$ cat src/pdio_defs.vh
// Constants for the sixteen-line parallel digital port
`ifndef PDIO_DEFS_VH
`define PDIO_DEFS_VH

// ****************************************
// Register selects (host port address)
// ****************************************
`define PDIO_SEL_W        2
`define PDIO_SEL_LOW      2'h0
`define PDIO_SEL_HIGH     2'h1
`define PDIO_SEL_DIR      2'h2

// ****************************************
// Field layout and reset values
// ****************************************
`define PDIO_LINES        16
`define PDIO_GRP_W        8
`define PDIO_LO_MSB       7
`define PDIO_HI_LSB       8
`define PDIO_HI_MSB       15
`define PDIO_DIR_LO_BIT   0
`define PDIO_DIR_HI_BIT   1
`define PDIO_OUT_RST      8'hff
`define PDIO_DIR_RST      1'b0
`define PDIO_ZERO8        8'h00
`define PDIO_GROUPS       2
`define PDIO_DIR_PAD      6'h00

`endif

$ cat src/pdio_group.v
// One eight-line group: output latch, direction and pin drive
`include "pdio_defs.vh"

module pdio_group (
   // Clock and reset
   input  wire                      clk,
   input  wire                      rst,
   // Host side
   input  wire                      wr_en,
   input  wire [`PDIO_GRP_W-1:0]    wr_data,
   input  wire                      dir_wr,
   input  wire                      dir_bit,
   output reg                       dir_reg,
   output reg  [`PDIO_GRP_W-1:0]    in_reg,
   // Pins
   input  wire [`PDIO_GRP_W-1:0]    pin_i,
   output reg  [`PDIO_GRP_W-1:0]    pin_o,
   output reg  [`PDIO_GRP_W-1:0]    pin_oe_n
);

   reg [`PDIO_GRP_W-1:0] out_reg;

   always @(posedge clk or posedge rst) begin
      if (rst) begin
         out_reg  <= `PDIO_OUT_RST;
         dir_reg  <= `PDIO_DIR_RST;
         pin_o    <= `PDIO_OUT_RST;
         pin_oe_n <= `PDIO_OUT_RST;
         in_reg   <= `PDIO_ZERO8;
      end else begin
         if (wr_en) begin
            out_reg <= wr_data;
         end
         if (dir_wr) begin
            dir_reg <= dir_bit;
         end
         // latch kept while input, no inversion
         pin_o    <= wr_en ? wr_data : out_reg;
         pin_oe_n <= (dir_wr ? dir_bit : dir_reg) ? `PDIO_ZERO8 : `PDIO_OUT_RST;
         // sample the line level, driven or not
         in_reg   <= pin_i;
      end
   end

endmodule

$ cat src/pdio_port.v
// Sixteen-line bidirectional parallel digital port, host byte/word access
// Operation
// - Sixteen lines set as inputs or outputs in two groups of eight.
// - Direction bit one makes a group drive; zero makes it input.
// - Reads return present line levels, including lines being driven.
// - Written output bits set line levels one clock after the write edge, through two register stages.
// - Data mapping is non-inverting: one is high, zero is low.
// - Either input byte may be read alone at any time.
// - Word read at low address returns low byte low, high byte high.
// - Either output byte may be written alone, touching only its group.
// - Word write at low address updates both groups, lower byte low.
// - Outputs go inactive high at power-up and system reset.
`include "pdio_defs.vh"

module pdio_port (
   // Clock and reset
   input  wire                      clk,
   input  wire                      rst,
   // Host command port
   input  wire [`PDIO_SEL_W-1:0]    host_sel,
   input  wire                      host_wr,
   input  wire                      host_rd,
   input  wire                      host_word,
   input  wire [`PDIO_LINES-1:0]    host_wdata,
   output reg  [`PDIO_LINES-1:0]    host_rdata,
   output reg                       host_rvalid,
   // Direction status
   output reg                       low_group_direction,
   output reg                       high_group_direction,
   // Port lines
   input  wire [`PDIO_LINES-1:0]    port_lines_i,
   output reg  [`PDIO_LINES-1:0]    port_lines_o,
   output reg  [`PDIO_LINES-1:0]    port_lines_oe_n
);

   wire [1:0]              dir_q;
   wire [`PDIO_LINES-1:0]  in_q;
   wire [`PDIO_LINES-1:0]  pin_o_w;
   wire [`PDIO_LINES-1:0]  pin_oe_w;
   wire [1:0]              grp_wr;
   wire                    dir_wr;

   // Decode which group a data access touches
   function grp_hit;
      input [`PDIO_SEL_W-1:0] sel;
      input                   word;
      input                   grp;
      begin
         if (grp) begin
            grp_hit = (sel == `PDIO_SEL_HIGH) || (word && sel == `PDIO_SEL_LOW);
         end else begin
            grp_hit = (sel == `PDIO_SEL_LOW);
         end
      end
   endfunction

   // ****************************************
   // Groups
   // ****************************************
   // byte or word write routing
   assign grp_wr[0] = host_wr && grp_hit(host_sel, host_word, 1'b0);
   assign grp_wr[1] = host_wr && grp_hit(host_sel, host_word, 1'b1);
   assign dir_wr    = host_wr && (host_sel == `PDIO_SEL_DIR);

   genvar g;
   generate
      for (g = 0; g < `PDIO_GROUPS; g = g + 1) begin : grp
         pdio_group u_grp (
            .clk      (clk),
            .rst      (rst),
            .wr_en    (grp_wr[g]),
            .wr_data  ((g == 0 || host_sel == `PDIO_SEL_HIGH) ?
                       (host_sel == `PDIO_SEL_HIGH ? host_wdata[`PDIO_LO_MSB:0]
                                                   : host_wdata[`PDIO_LO_MSB:0])
                       : host_wdata[`PDIO_HI_MSB:`PDIO_HI_LSB]),
            .dir_wr   (dir_wr),
            .dir_bit  (host_wdata[g]),
            .dir_reg  (dir_q[g]),
            .in_reg   (in_q[g*`PDIO_GRP_W +: `PDIO_GRP_W]),
            .pin_i    (port_lines_i[g*`PDIO_GRP_W +: `PDIO_GRP_W]),
            .pin_o    (pin_o_w[g*`PDIO_GRP_W +: `PDIO_GRP_W]),
            .pin_oe_n (pin_oe_w[g*`PDIO_GRP_W +: `PDIO_GRP_W])
         );
      end
   endgenerate

   // ****************************************
   // Outputs and read port
   // ****************************************
   always @(posedge clk or posedge rst) begin
      if (rst) begin
         host_rdata           <= {`PDIO_ZERO8, `PDIO_ZERO8};
         host_rvalid          <= 1'b0;
         low_group_direction  <= `PDIO_DIR_RST;
         high_group_direction <= `PDIO_DIR_RST;
         port_lines_o         <= {`PDIO_OUT_RST, `PDIO_OUT_RST};
         port_lines_oe_n      <= {`PDIO_OUT_RST, `PDIO_OUT_RST};
      end else begin
         low_group_direction  <= dir_q[`PDIO_DIR_LO_BIT];
         high_group_direction <= dir_q[`PDIO_DIR_HI_BIT];
         port_lines_o         <= pin_o_w;
         port_lines_oe_n      <= pin_oe_w;
         host_rvalid          <= host_rd;
         case (host_sel)
            `PDIO_SEL_LOW: begin
               host_rdata <= host_word ? in_q : {`PDIO_ZERO8, in_q[`PDIO_LO_MSB:0]};
            end
            `PDIO_SEL_HIGH: begin
               host_rdata <= {`PDIO_ZERO8, in_q[`PDIO_HI_MSB:`PDIO_HI_LSB]};
            end
            `PDIO_SEL_DIR: begin
               host_rdata <= {`PDIO_ZERO8, `PDIO_DIR_PAD, dir_q};
            end
            default: begin
               host_rdata <= {`PDIO_ZERO8, `PDIO_ZERO8};
            end
         endcase
      end
   end

endmodule
$ cat config.mk
export PLATFORM = sky130hd
export DESIGN_NAME = pdio_port
export DESIGN_NICKNAME = d
export VERILOG_FILES = /design/src/pdio_group.v /design/src/pdio_port.v
export VERILOG_INCLUDE_DIRS = /design/src /design/src/src
export SDC_FILE = /design/constraint.sdc
export NUM_CORES = 1
export LEC_CHECK = 0
export BUFFER_PORTS_ARGS = -buffer_cell sky130_fd_sc_hd__buf_2
export CAP_MARGIN = 10
export CORE_MARGIN = 2
export CORE_UTILIZATION = 52
export DETAILED_ROUTE_END_ITERATION = 10
export GPL_TIMING_DRIVEN = 0
export HOLD_SLACK_MARGIN = 0.05
export PLACE_DENSITY = 0.91
export SETUP_SLACK_MARGIN = 0.3
export SLEW_MARGIN = 10
export SYNTH_ARGS = -nofsm -noshare
export SYNTH_HDL_FRONTEND = slang
export SYNTH_SLANG_ARGS = --single-unit
$ cat constraint.sdc
create_clock -name clk -period 4.6 [get_ports clk]
set_input_delay 0.69 -clock clk [delete_from_list [all_inputs] [get_ports clk]]
set_output_delay 0.69 -clock clk [all_outputs]
set_load 0.02 [all_outputs]
== Yosys cells after proc, flatten, opt, wreduce, memory -nomap -nowiden ==
Cells that the tools add are included.

* Shift operators: 0
* Bitwise logic cells: 0
* Equality and inequality tests: 2
* Div/mod/pow operators: 0
* Muxes and demuxes: 8
* Reductions and logical operators: 6
* $add $sub $neg: 0
* Magnitude comparators: 0
* Multiply operators: 0

{| class="wikitable"
|+ Operator list
! kind !! count
|-
| $pmux 16 s3 || 1
|-
| $mux 8 || 4
|-
| $mux 16 || 1
|-
| $logic_and 1x1->1 || 4
|-
| $eq 2x1->1 const B || 1
|-
| $eq 2x2->1 const B || 1
|-
| $logic_not 2->1 || 1
|-
| $mux 1 || 2
|-
| $logic_or 1x1->1 || 1
|}

* Bits in latches: 0
* Memories kept: 0
* Input port bits: 39
* RAM bits: 0
* Output and inout bits: 51
* Bits in read-only memories: 0
* Flip-flop bits (word level): 101
* Logic and storage cells: 30

== Depth between registers and ports, before layout ==
Gate-level depths: netlist of the first run.

* Word-level depth: 4
* Gate-level depth with buffers: 4
* Mapped depth without buffers: 3

== By module ==
A second synthesis of the first run with hierarchy kept.

* Cells, all modules: 170
* Area total of the unflattened synthesis: 3059.2 µm²

{| class="wikitable"
|+ Modules (own cells, without submodules)
! module !! cells an instance !! area an instance (µm²) !! times used
|-
| pdio_port || 96 || 1717.9 || 1
|-
| pdio_group || 37 || 670.6 || 2
|}

== Least setup slack after synthesis of the first run ==
OpenSTA, ideal clock, no wires.

* Path kind: in2reg
* From: in host_sel[0]
* To: reg grp[0].u_grp.pin_o[0]
* Arrival time: 1521 ps
* Slack: 2997 ps
* Stages: 3
* Data required time: 4518 ps
* Setup time: 82 ps
* Path buffers: 1
* Path through: buf_6 -> nor3b_4 -> mux2_2

* Word-level cells in the longest chain between the ends: 2

{| class="wikitable"
|+ Ends and longest elaborated chain
! what !! line !! text
|-
| start: declaration || pdio_port.v:20 || <nowiki>input wire [`PDIO_SEL_W-1:0] host_sel,</nowiki>
|-
| $logic_not 2->1 || n/a ||
|-
| $logic_and 1x1->1 || pdio_port.v:61 || <nowiki>assign grp_wr[0] = host_wr && grp_hit(host_sel, host_word, 1'b0);</nowiki>
|-
| end signal: assignment || pdio_group.v:27 || <nowiki>pin_o <= `PDIO_OUT_RST;</nowiki>
|-
| end signal: assignment || pdio_group.v:38 || <nowiki>pin_o <= wr_en ? wr_data : out_reg;</nowiki>
|-
| end: declaration || pdio_group.v:17 || <nowiki>output reg [`PDIO_GRP_W-1:0] pin_o,</nowiki>
|}

Every way passes these cells.
A chain may end at the register's enable or synchronous reset.

==> impl_metrics.ini, run 1 <==
[yosys]
avgSynthCellArea_sq_um = 16.7
synth_fa_ha_area_frac = 0
synth_area_leader_cell = dfstp_2
ys_seq_elements = 73
synthesis.area_sq_um = 2530
synth_top_family_by_area = multiplexers
synth.area.mux_share = 0.146
synth.distinct_cells = 17
ys_top_cells_by_area = dfstp_2, dfrtp_1, mux2_2
synth_compound_area_frac = 0.00891
yosysWarnings = 0
syn_nets = 190
synth-simple-area-share = 0.0475
synth_top_cell_area_share = 0.374
synthXorXnorAreaFrac = 0
syn-instance-count = 151
yosysSeqAreaShare = 0.740

[status]
status = finished clean

[cts]
numCtsBuffers = 9
cts_tree = built
htreeDepth = 3
cts_root_buf = clkbuf_8
post_cts_buffers = 0
path_clk_slew_ps = 70
cts.sinks = 73
ctsHoldBuffers = 0
ctsResizeCount = 0
cts_buffer_depth = 2
worstSkewPairLatency_ps = 340

[sta]
hold_slack_ps = 357
skew_ps = 7.55
setup_viol = 0
rsz0062_at_grt = no
finalCritPeriodShare = 0.411
tightest_slew_ps = 821
max-slew-margin-rel = 0.453
drv_slew = 0
fin_setup_tns_ps = 0
hold_viol_final = 0
period_minus_slack_ps = 1890
fmax_mhz = 529

[detailed_routing]
drt_iter0_drc = 80
routed_via_density = 4.74
wl_microns = 4560
vias = 1470
wire_per_inst_microns = 14.7
drtPass1Iterations = 4
drc = 0
ant_nets = 0

[run]
max_cap_viol_count = 0

[critical_path]
timing.rr.start = grp[0].u_grp.dir_reg$_DFF_PP0_
r2r_slack_ps = 3850
crit_type = reg2out
worst_setup_path_end_kind = output pin
worstPathRequired_ps = 3910
path_max_fanout = 8
crit_arrival_ps = 1200
crit_path_start_kind = flip-flop
r2r_end = host_rdata[0]$_DFF_PP0_
r2r_cells = 2

[global_routing]
grt_max_degree = 74
grtUsageMet3 = 0.0508
use_met1 = 0.210
overflow = 0
antenna_found_initial = 0
grt_pass1_vias = 1484
grt_first_pass_wirelength_microns = 6810
grtUsageMet2 = 0.296
busiest_layer = met2
track_usage = 0.178

[cells_and_area]
final_cell_mix = buf_2, dfrtp_1, dfstp_2, mux2_2, buf_4
fillers = 334
antenna_cells = 0
nets = 290
multi_input_area_sq_um = 513
syn_to_final_growth_pct = 28.2
drive_gt1_frac = 0.711
final_common_cell = buf_2
seq_area_sq_um = 1870
fin_cells = 310

[place]
dp_hpwl_microns = 3260
place_inst = 294
gp_congestion = 0.808
port_buffers = 89

[power]
power_density_nw_per_um2 = 485
power_uw = 1570
leakagePower_uw = 0.00162
peakVddDrop_mv = 0.275

[min_path]
hold_class = reg2reg
whs_endpoint = port_lines_oe_n[14]$_DFF_PP1_
hp-start = grp[1].u_grp.pin_oe_n[6]$_DFF_PP1_
hold_path_depth = 0

[floorplanning]
die_w_microns = 73.7
die-area_sq_um = 5440
core_area_sq_um = 4690
die_y_microns = 73.7
initial_core_util = 0.539
ios = 90
rows = 25
==> logic make-up after synthesis <==
logic type,after synthesis
AO/OA/AOI/OAI,3
buffers and inverters,21
multiplexers,34
flip-flops,73
AND/OR/NAND/NOR,20
==> layout make-up <==
class / count / area share
inverters: 4 / 0.00540
plain buffers: 17 / 0.0398
multi-input cells: 57 / 0.158
clock inverters: 3 / 0.0120
well taps: 54 / 0.0208
clock buffers: 13 / 0.0490
repair buffers: 89 / 0.137
flip-flops and latches: 73 / 0.577
==> synth_stat cells <==
cell type,n
o21ai_0,2
dfstp_2,36
mux2i_1,10
nor2b_1,1
nor3b_1,1
buf_2,1
inv_1,4
dfrtp_1,37
nor3b_4,1
nor2_1,6
o211ai_2,1
and2_1,8
buf_6,1
mux2_2,24
nand3b_1,1
nand2_1,2
buf_4,15
==> worst max-delay path by stage <==
stage                                       start                              to  slack [ps]
global route        port_lines_oe_n[14]$_DFF_PP1_             port_lines_oe_n[15]        2650
detailed placement                    host_sel[0]         host_rdata[8]$_DFF_PP0_        2580
global placement                              rst   low_group_direction$_DFF_PP0_        1470
floorplan                                     rst  grp[0].u_grp.dir_reg$_DFF_PP0_        2120
finish               port_lines_oe_n[7]$_DFF_PP1_              port_lines_oe_n[1]        2710
CTS                  port_lines_oe_n[7]$_DFF_PP1_              port_lines_oe_n[1]        2680
==> worst max-delay path, cell delays in order, from the launching register on <==
cell and delay (ps):
dfstp_2 600, buf_4 130, buf_2 150
==> stage by stage <==
step | setup WS [ps] | cell area, sq um | utilization
5_1_grt | 2650 | 3240 | 0.691
3_5_place_dp | 2580 | 3040 | 0.649
3_3_place_gp | 1470 | 3040 | 0.648
2_1_floorplan | 2120 | 2530 | -
6_report | 2710 | 3240 | 0.691
4_1_cts | 2680 | 3240 | 0.691
==> layer usage <==
layer	vias up	share of wire
li1	682	-
met1	727	0.38
met2	53	0.55
met3	8	0.050
met4	0	0.018
met5	-	0
==> power by group <==
group | leakage, uW | switching (uW) | internal [uW]
combinational | 0.000686 | 157 | 120
sequential | 0.000836 | 36.6 | 769
clock | 0.000101 | 213 | 278
total | 0.00162 | 407 | 1170
No activity file was read; power rests on OpenSTA's default activity.
==> run 2: changes to the inputs <==
- CORE_UTILIZATION: 52 -> 48
- PLACE_DENSITY: 0.91 -> 0.85
- clock period: 4.6 -> 1.8 ns (I/O delays scaled with it)
==> run 2 against run 1 <==
Clock-buffer cell count fell by 1. Wire length rose by 9.0%. Combinational power rose to 2.9 times the previous value. Global-route usage rose by 0.15 points. Register-to-register slack got worse by 2800 ps. First-iteration DRC count fell by 5.0%. Utilization rose by 1.1 points. Critical endpoint is now port_lines_oe_n[12]. Largest power group unchanged.
==> impl_metrics.ini, run 2 (synthesis results as in run 1) <==
[power]
clockPowerShare = 0.367
p_int_uw = 3430
combPwrFrac = 0.176
switching_power_uw = 1080
swShare = 0.239
seqPwrFrac = 0.457
power_density_nw_per_um2 = 1260
peakVddDrop_mv = 1.14
leakagePower_uw = 0.00176

[critical_path]
path_max_fanout = 8
cp_common_cell = buf_4
cpPeakStageDelay_ps = 600
worstPathRequired_ps = 1530
path_cells = buf_4 -> buf_4
critical-path-slowest-cell = dfstp_2
crit_arrival_ps = 1190
r2r_cells = 2
crit_type = reg2out
worst_setup_path_end_kind = output pin
crit_path_start_kind = flip-flop

[sta]
hold_viol_final = 0
rsz0062_at_grt = yes
setup_viol = 0
finalCritPeriodShare = 0.809
fmax_mhz = 687
skew_ps = 12.2
tightest_slew_ps = 747
drv_slew = 0
fin_setup_tns_ps = 0
max-slew-margin-rel = 0.501
setup_ws_ps = 344
period_minus_slack_ps = 1460

[floorplanning]
die-area_sq_um = 5860
die_y_microns = 76.6
die_w_microns = 76.6
rows = 26
core_area_sq_um = 5110
ios = 90
initial_core_util = 0.495

[cells_and_area]
nets = 309
antenna_cells = 0
drive_gt1_frac = 0.676
fillers = 339
finish.instance_area_sq_um = 3580
syn_to_final_growth_pct = 41.7
final_cell_mix = buf_2, dfrtp_1, dfstp_2, buf_4, mux2_2
final_common_cell = buf_2
fin_cells = 345

[place]
dp_hpwl_microns = 3330
place_inst = 312
dpl_cell_area_sq_um = 3110
gp_congestion = 0.794
place_ws_ps = 255
port_buffers = 89

[detailed_routing]
wire_per_inst_microns = 14.4
drt_iter0_drc = 76
vias = 1525
ant_nets = 0
wl_microns = 4970
drc = 0
routed_via_density = 4.42
drtPass1Iterations = 4

[cts]
worstSkewPairLatency_ps = 340
cts_tree = built
path_clk_slew_ps = 70
cts_buffer_depth = 2
cts_root_buf = clkbuf_8
numCtsBuffers = 9
htreeDepth = 3
post_cts_buffers = 0
cts.sinks = 73

[global_routing]
track_usage = 0.179
grt_max_degree = 33
grt_pass1_vias = 1611
grt_first_pass_wirelength_microns = 7760
antenna_found_initial = 0
overflow = 0

[min_path]
hold_class = in2async

[run]
max_cap_viol_count = 0

[status]
status = finished clean
[run 2: path summary, 6_finish.rpt]
path                                                          from                                  to  slack (ps)
worst max-delay path                 port_lines_oe_n[14]$_DFF_PP1_                 port_lines_oe_n[12]         340
worst min-delay path                                           rst           port_lines_o[4]$_DFF_PP1_         100
worst max register to register      grp[1].u_grp.dir_reg$_DFF_PP0_      grp[1].u_grp.dir_reg$_DFF_PP0_        1040
worst min register to register  grp[0].u_grp.pin_oe_n[6]$_DFF_PP1_        port_lines_oe_n[7]$_DFF_PP1_         360
max in group asynchronous                                      rst   grp[0].u_grp.pin_o[1]$_DFFE_PP1P_        1200
min in group clk                                     host_wdata[0]  grp[0].u_grp.pin_oe_n[6]$_DFF_PP1_         140
[run 2: layer usage]
| metal | vias to the layer above | GRT usage | part of all wire |
|---|---|---|---|
| li1 | 717 | - | - |
| met5 | - | 0 | 0 |
| met2 | 56 | 0.310 | 0.54 |
| met1 | 741 | 0.193 | 0.37 |
| met4 | 0 | 0.0855 | 0.021 |
| met3 | 11 | 0.0699 | 0.064 |
[run 2: layout make-up]
| class | count | area, sq um | area share |
|---|---|---|---|
| tap | 70 | 87.6 | 0.0244 |
| inverter | 4 | 18.8 | 0.00524 |
| clock buffer | 12 | 178 | 0.0496 |
| timing repair buffer | 108 | 691 | 0.193 |
| buffer | 17 | 129 | 0.0360 |
| clock inverter | 4 | 95.1 | 0.0265 |
| multi-input combinational | 57 | 513 | 0.143 |
| sequential | 73 | 1870 | 0.522 |
[run 2: through the flow]
step	hold WS, ps	total power, uW	utilization
floorplan	301	2550	-
global placement	346	2780	0.600
detailed placement	347	2820	0.608
CTS	98.2	4500	0.695
global route	116	4680	0.702
finish	102	4500	0.702
[run 2: worst max-delay path: cells and delay by family (launching register included)]
kind     cells  cell delay [ps]
buf+inv      2              260
flops        1              600
[run 2: what timing repair did]
action,4_1_cts,5_1_grt
endpoints found under the hold margin,17,0
resized for setup,0,14
hold buffers,17,0
setup endpoints to repair,0,14
[run 2: power by group through the flow]
stage / clock [uW] / combinational [uW] / sequential, uW
CTS: 1690 / 760 / 2060
floorplan: 0 / 329 / 2220
detailed placement: 0 / 730 / 2090
global route: 1760 / 845 / 2080
finish: 1650 / 794 / 2060
global placement: 0 / 703 / 2070
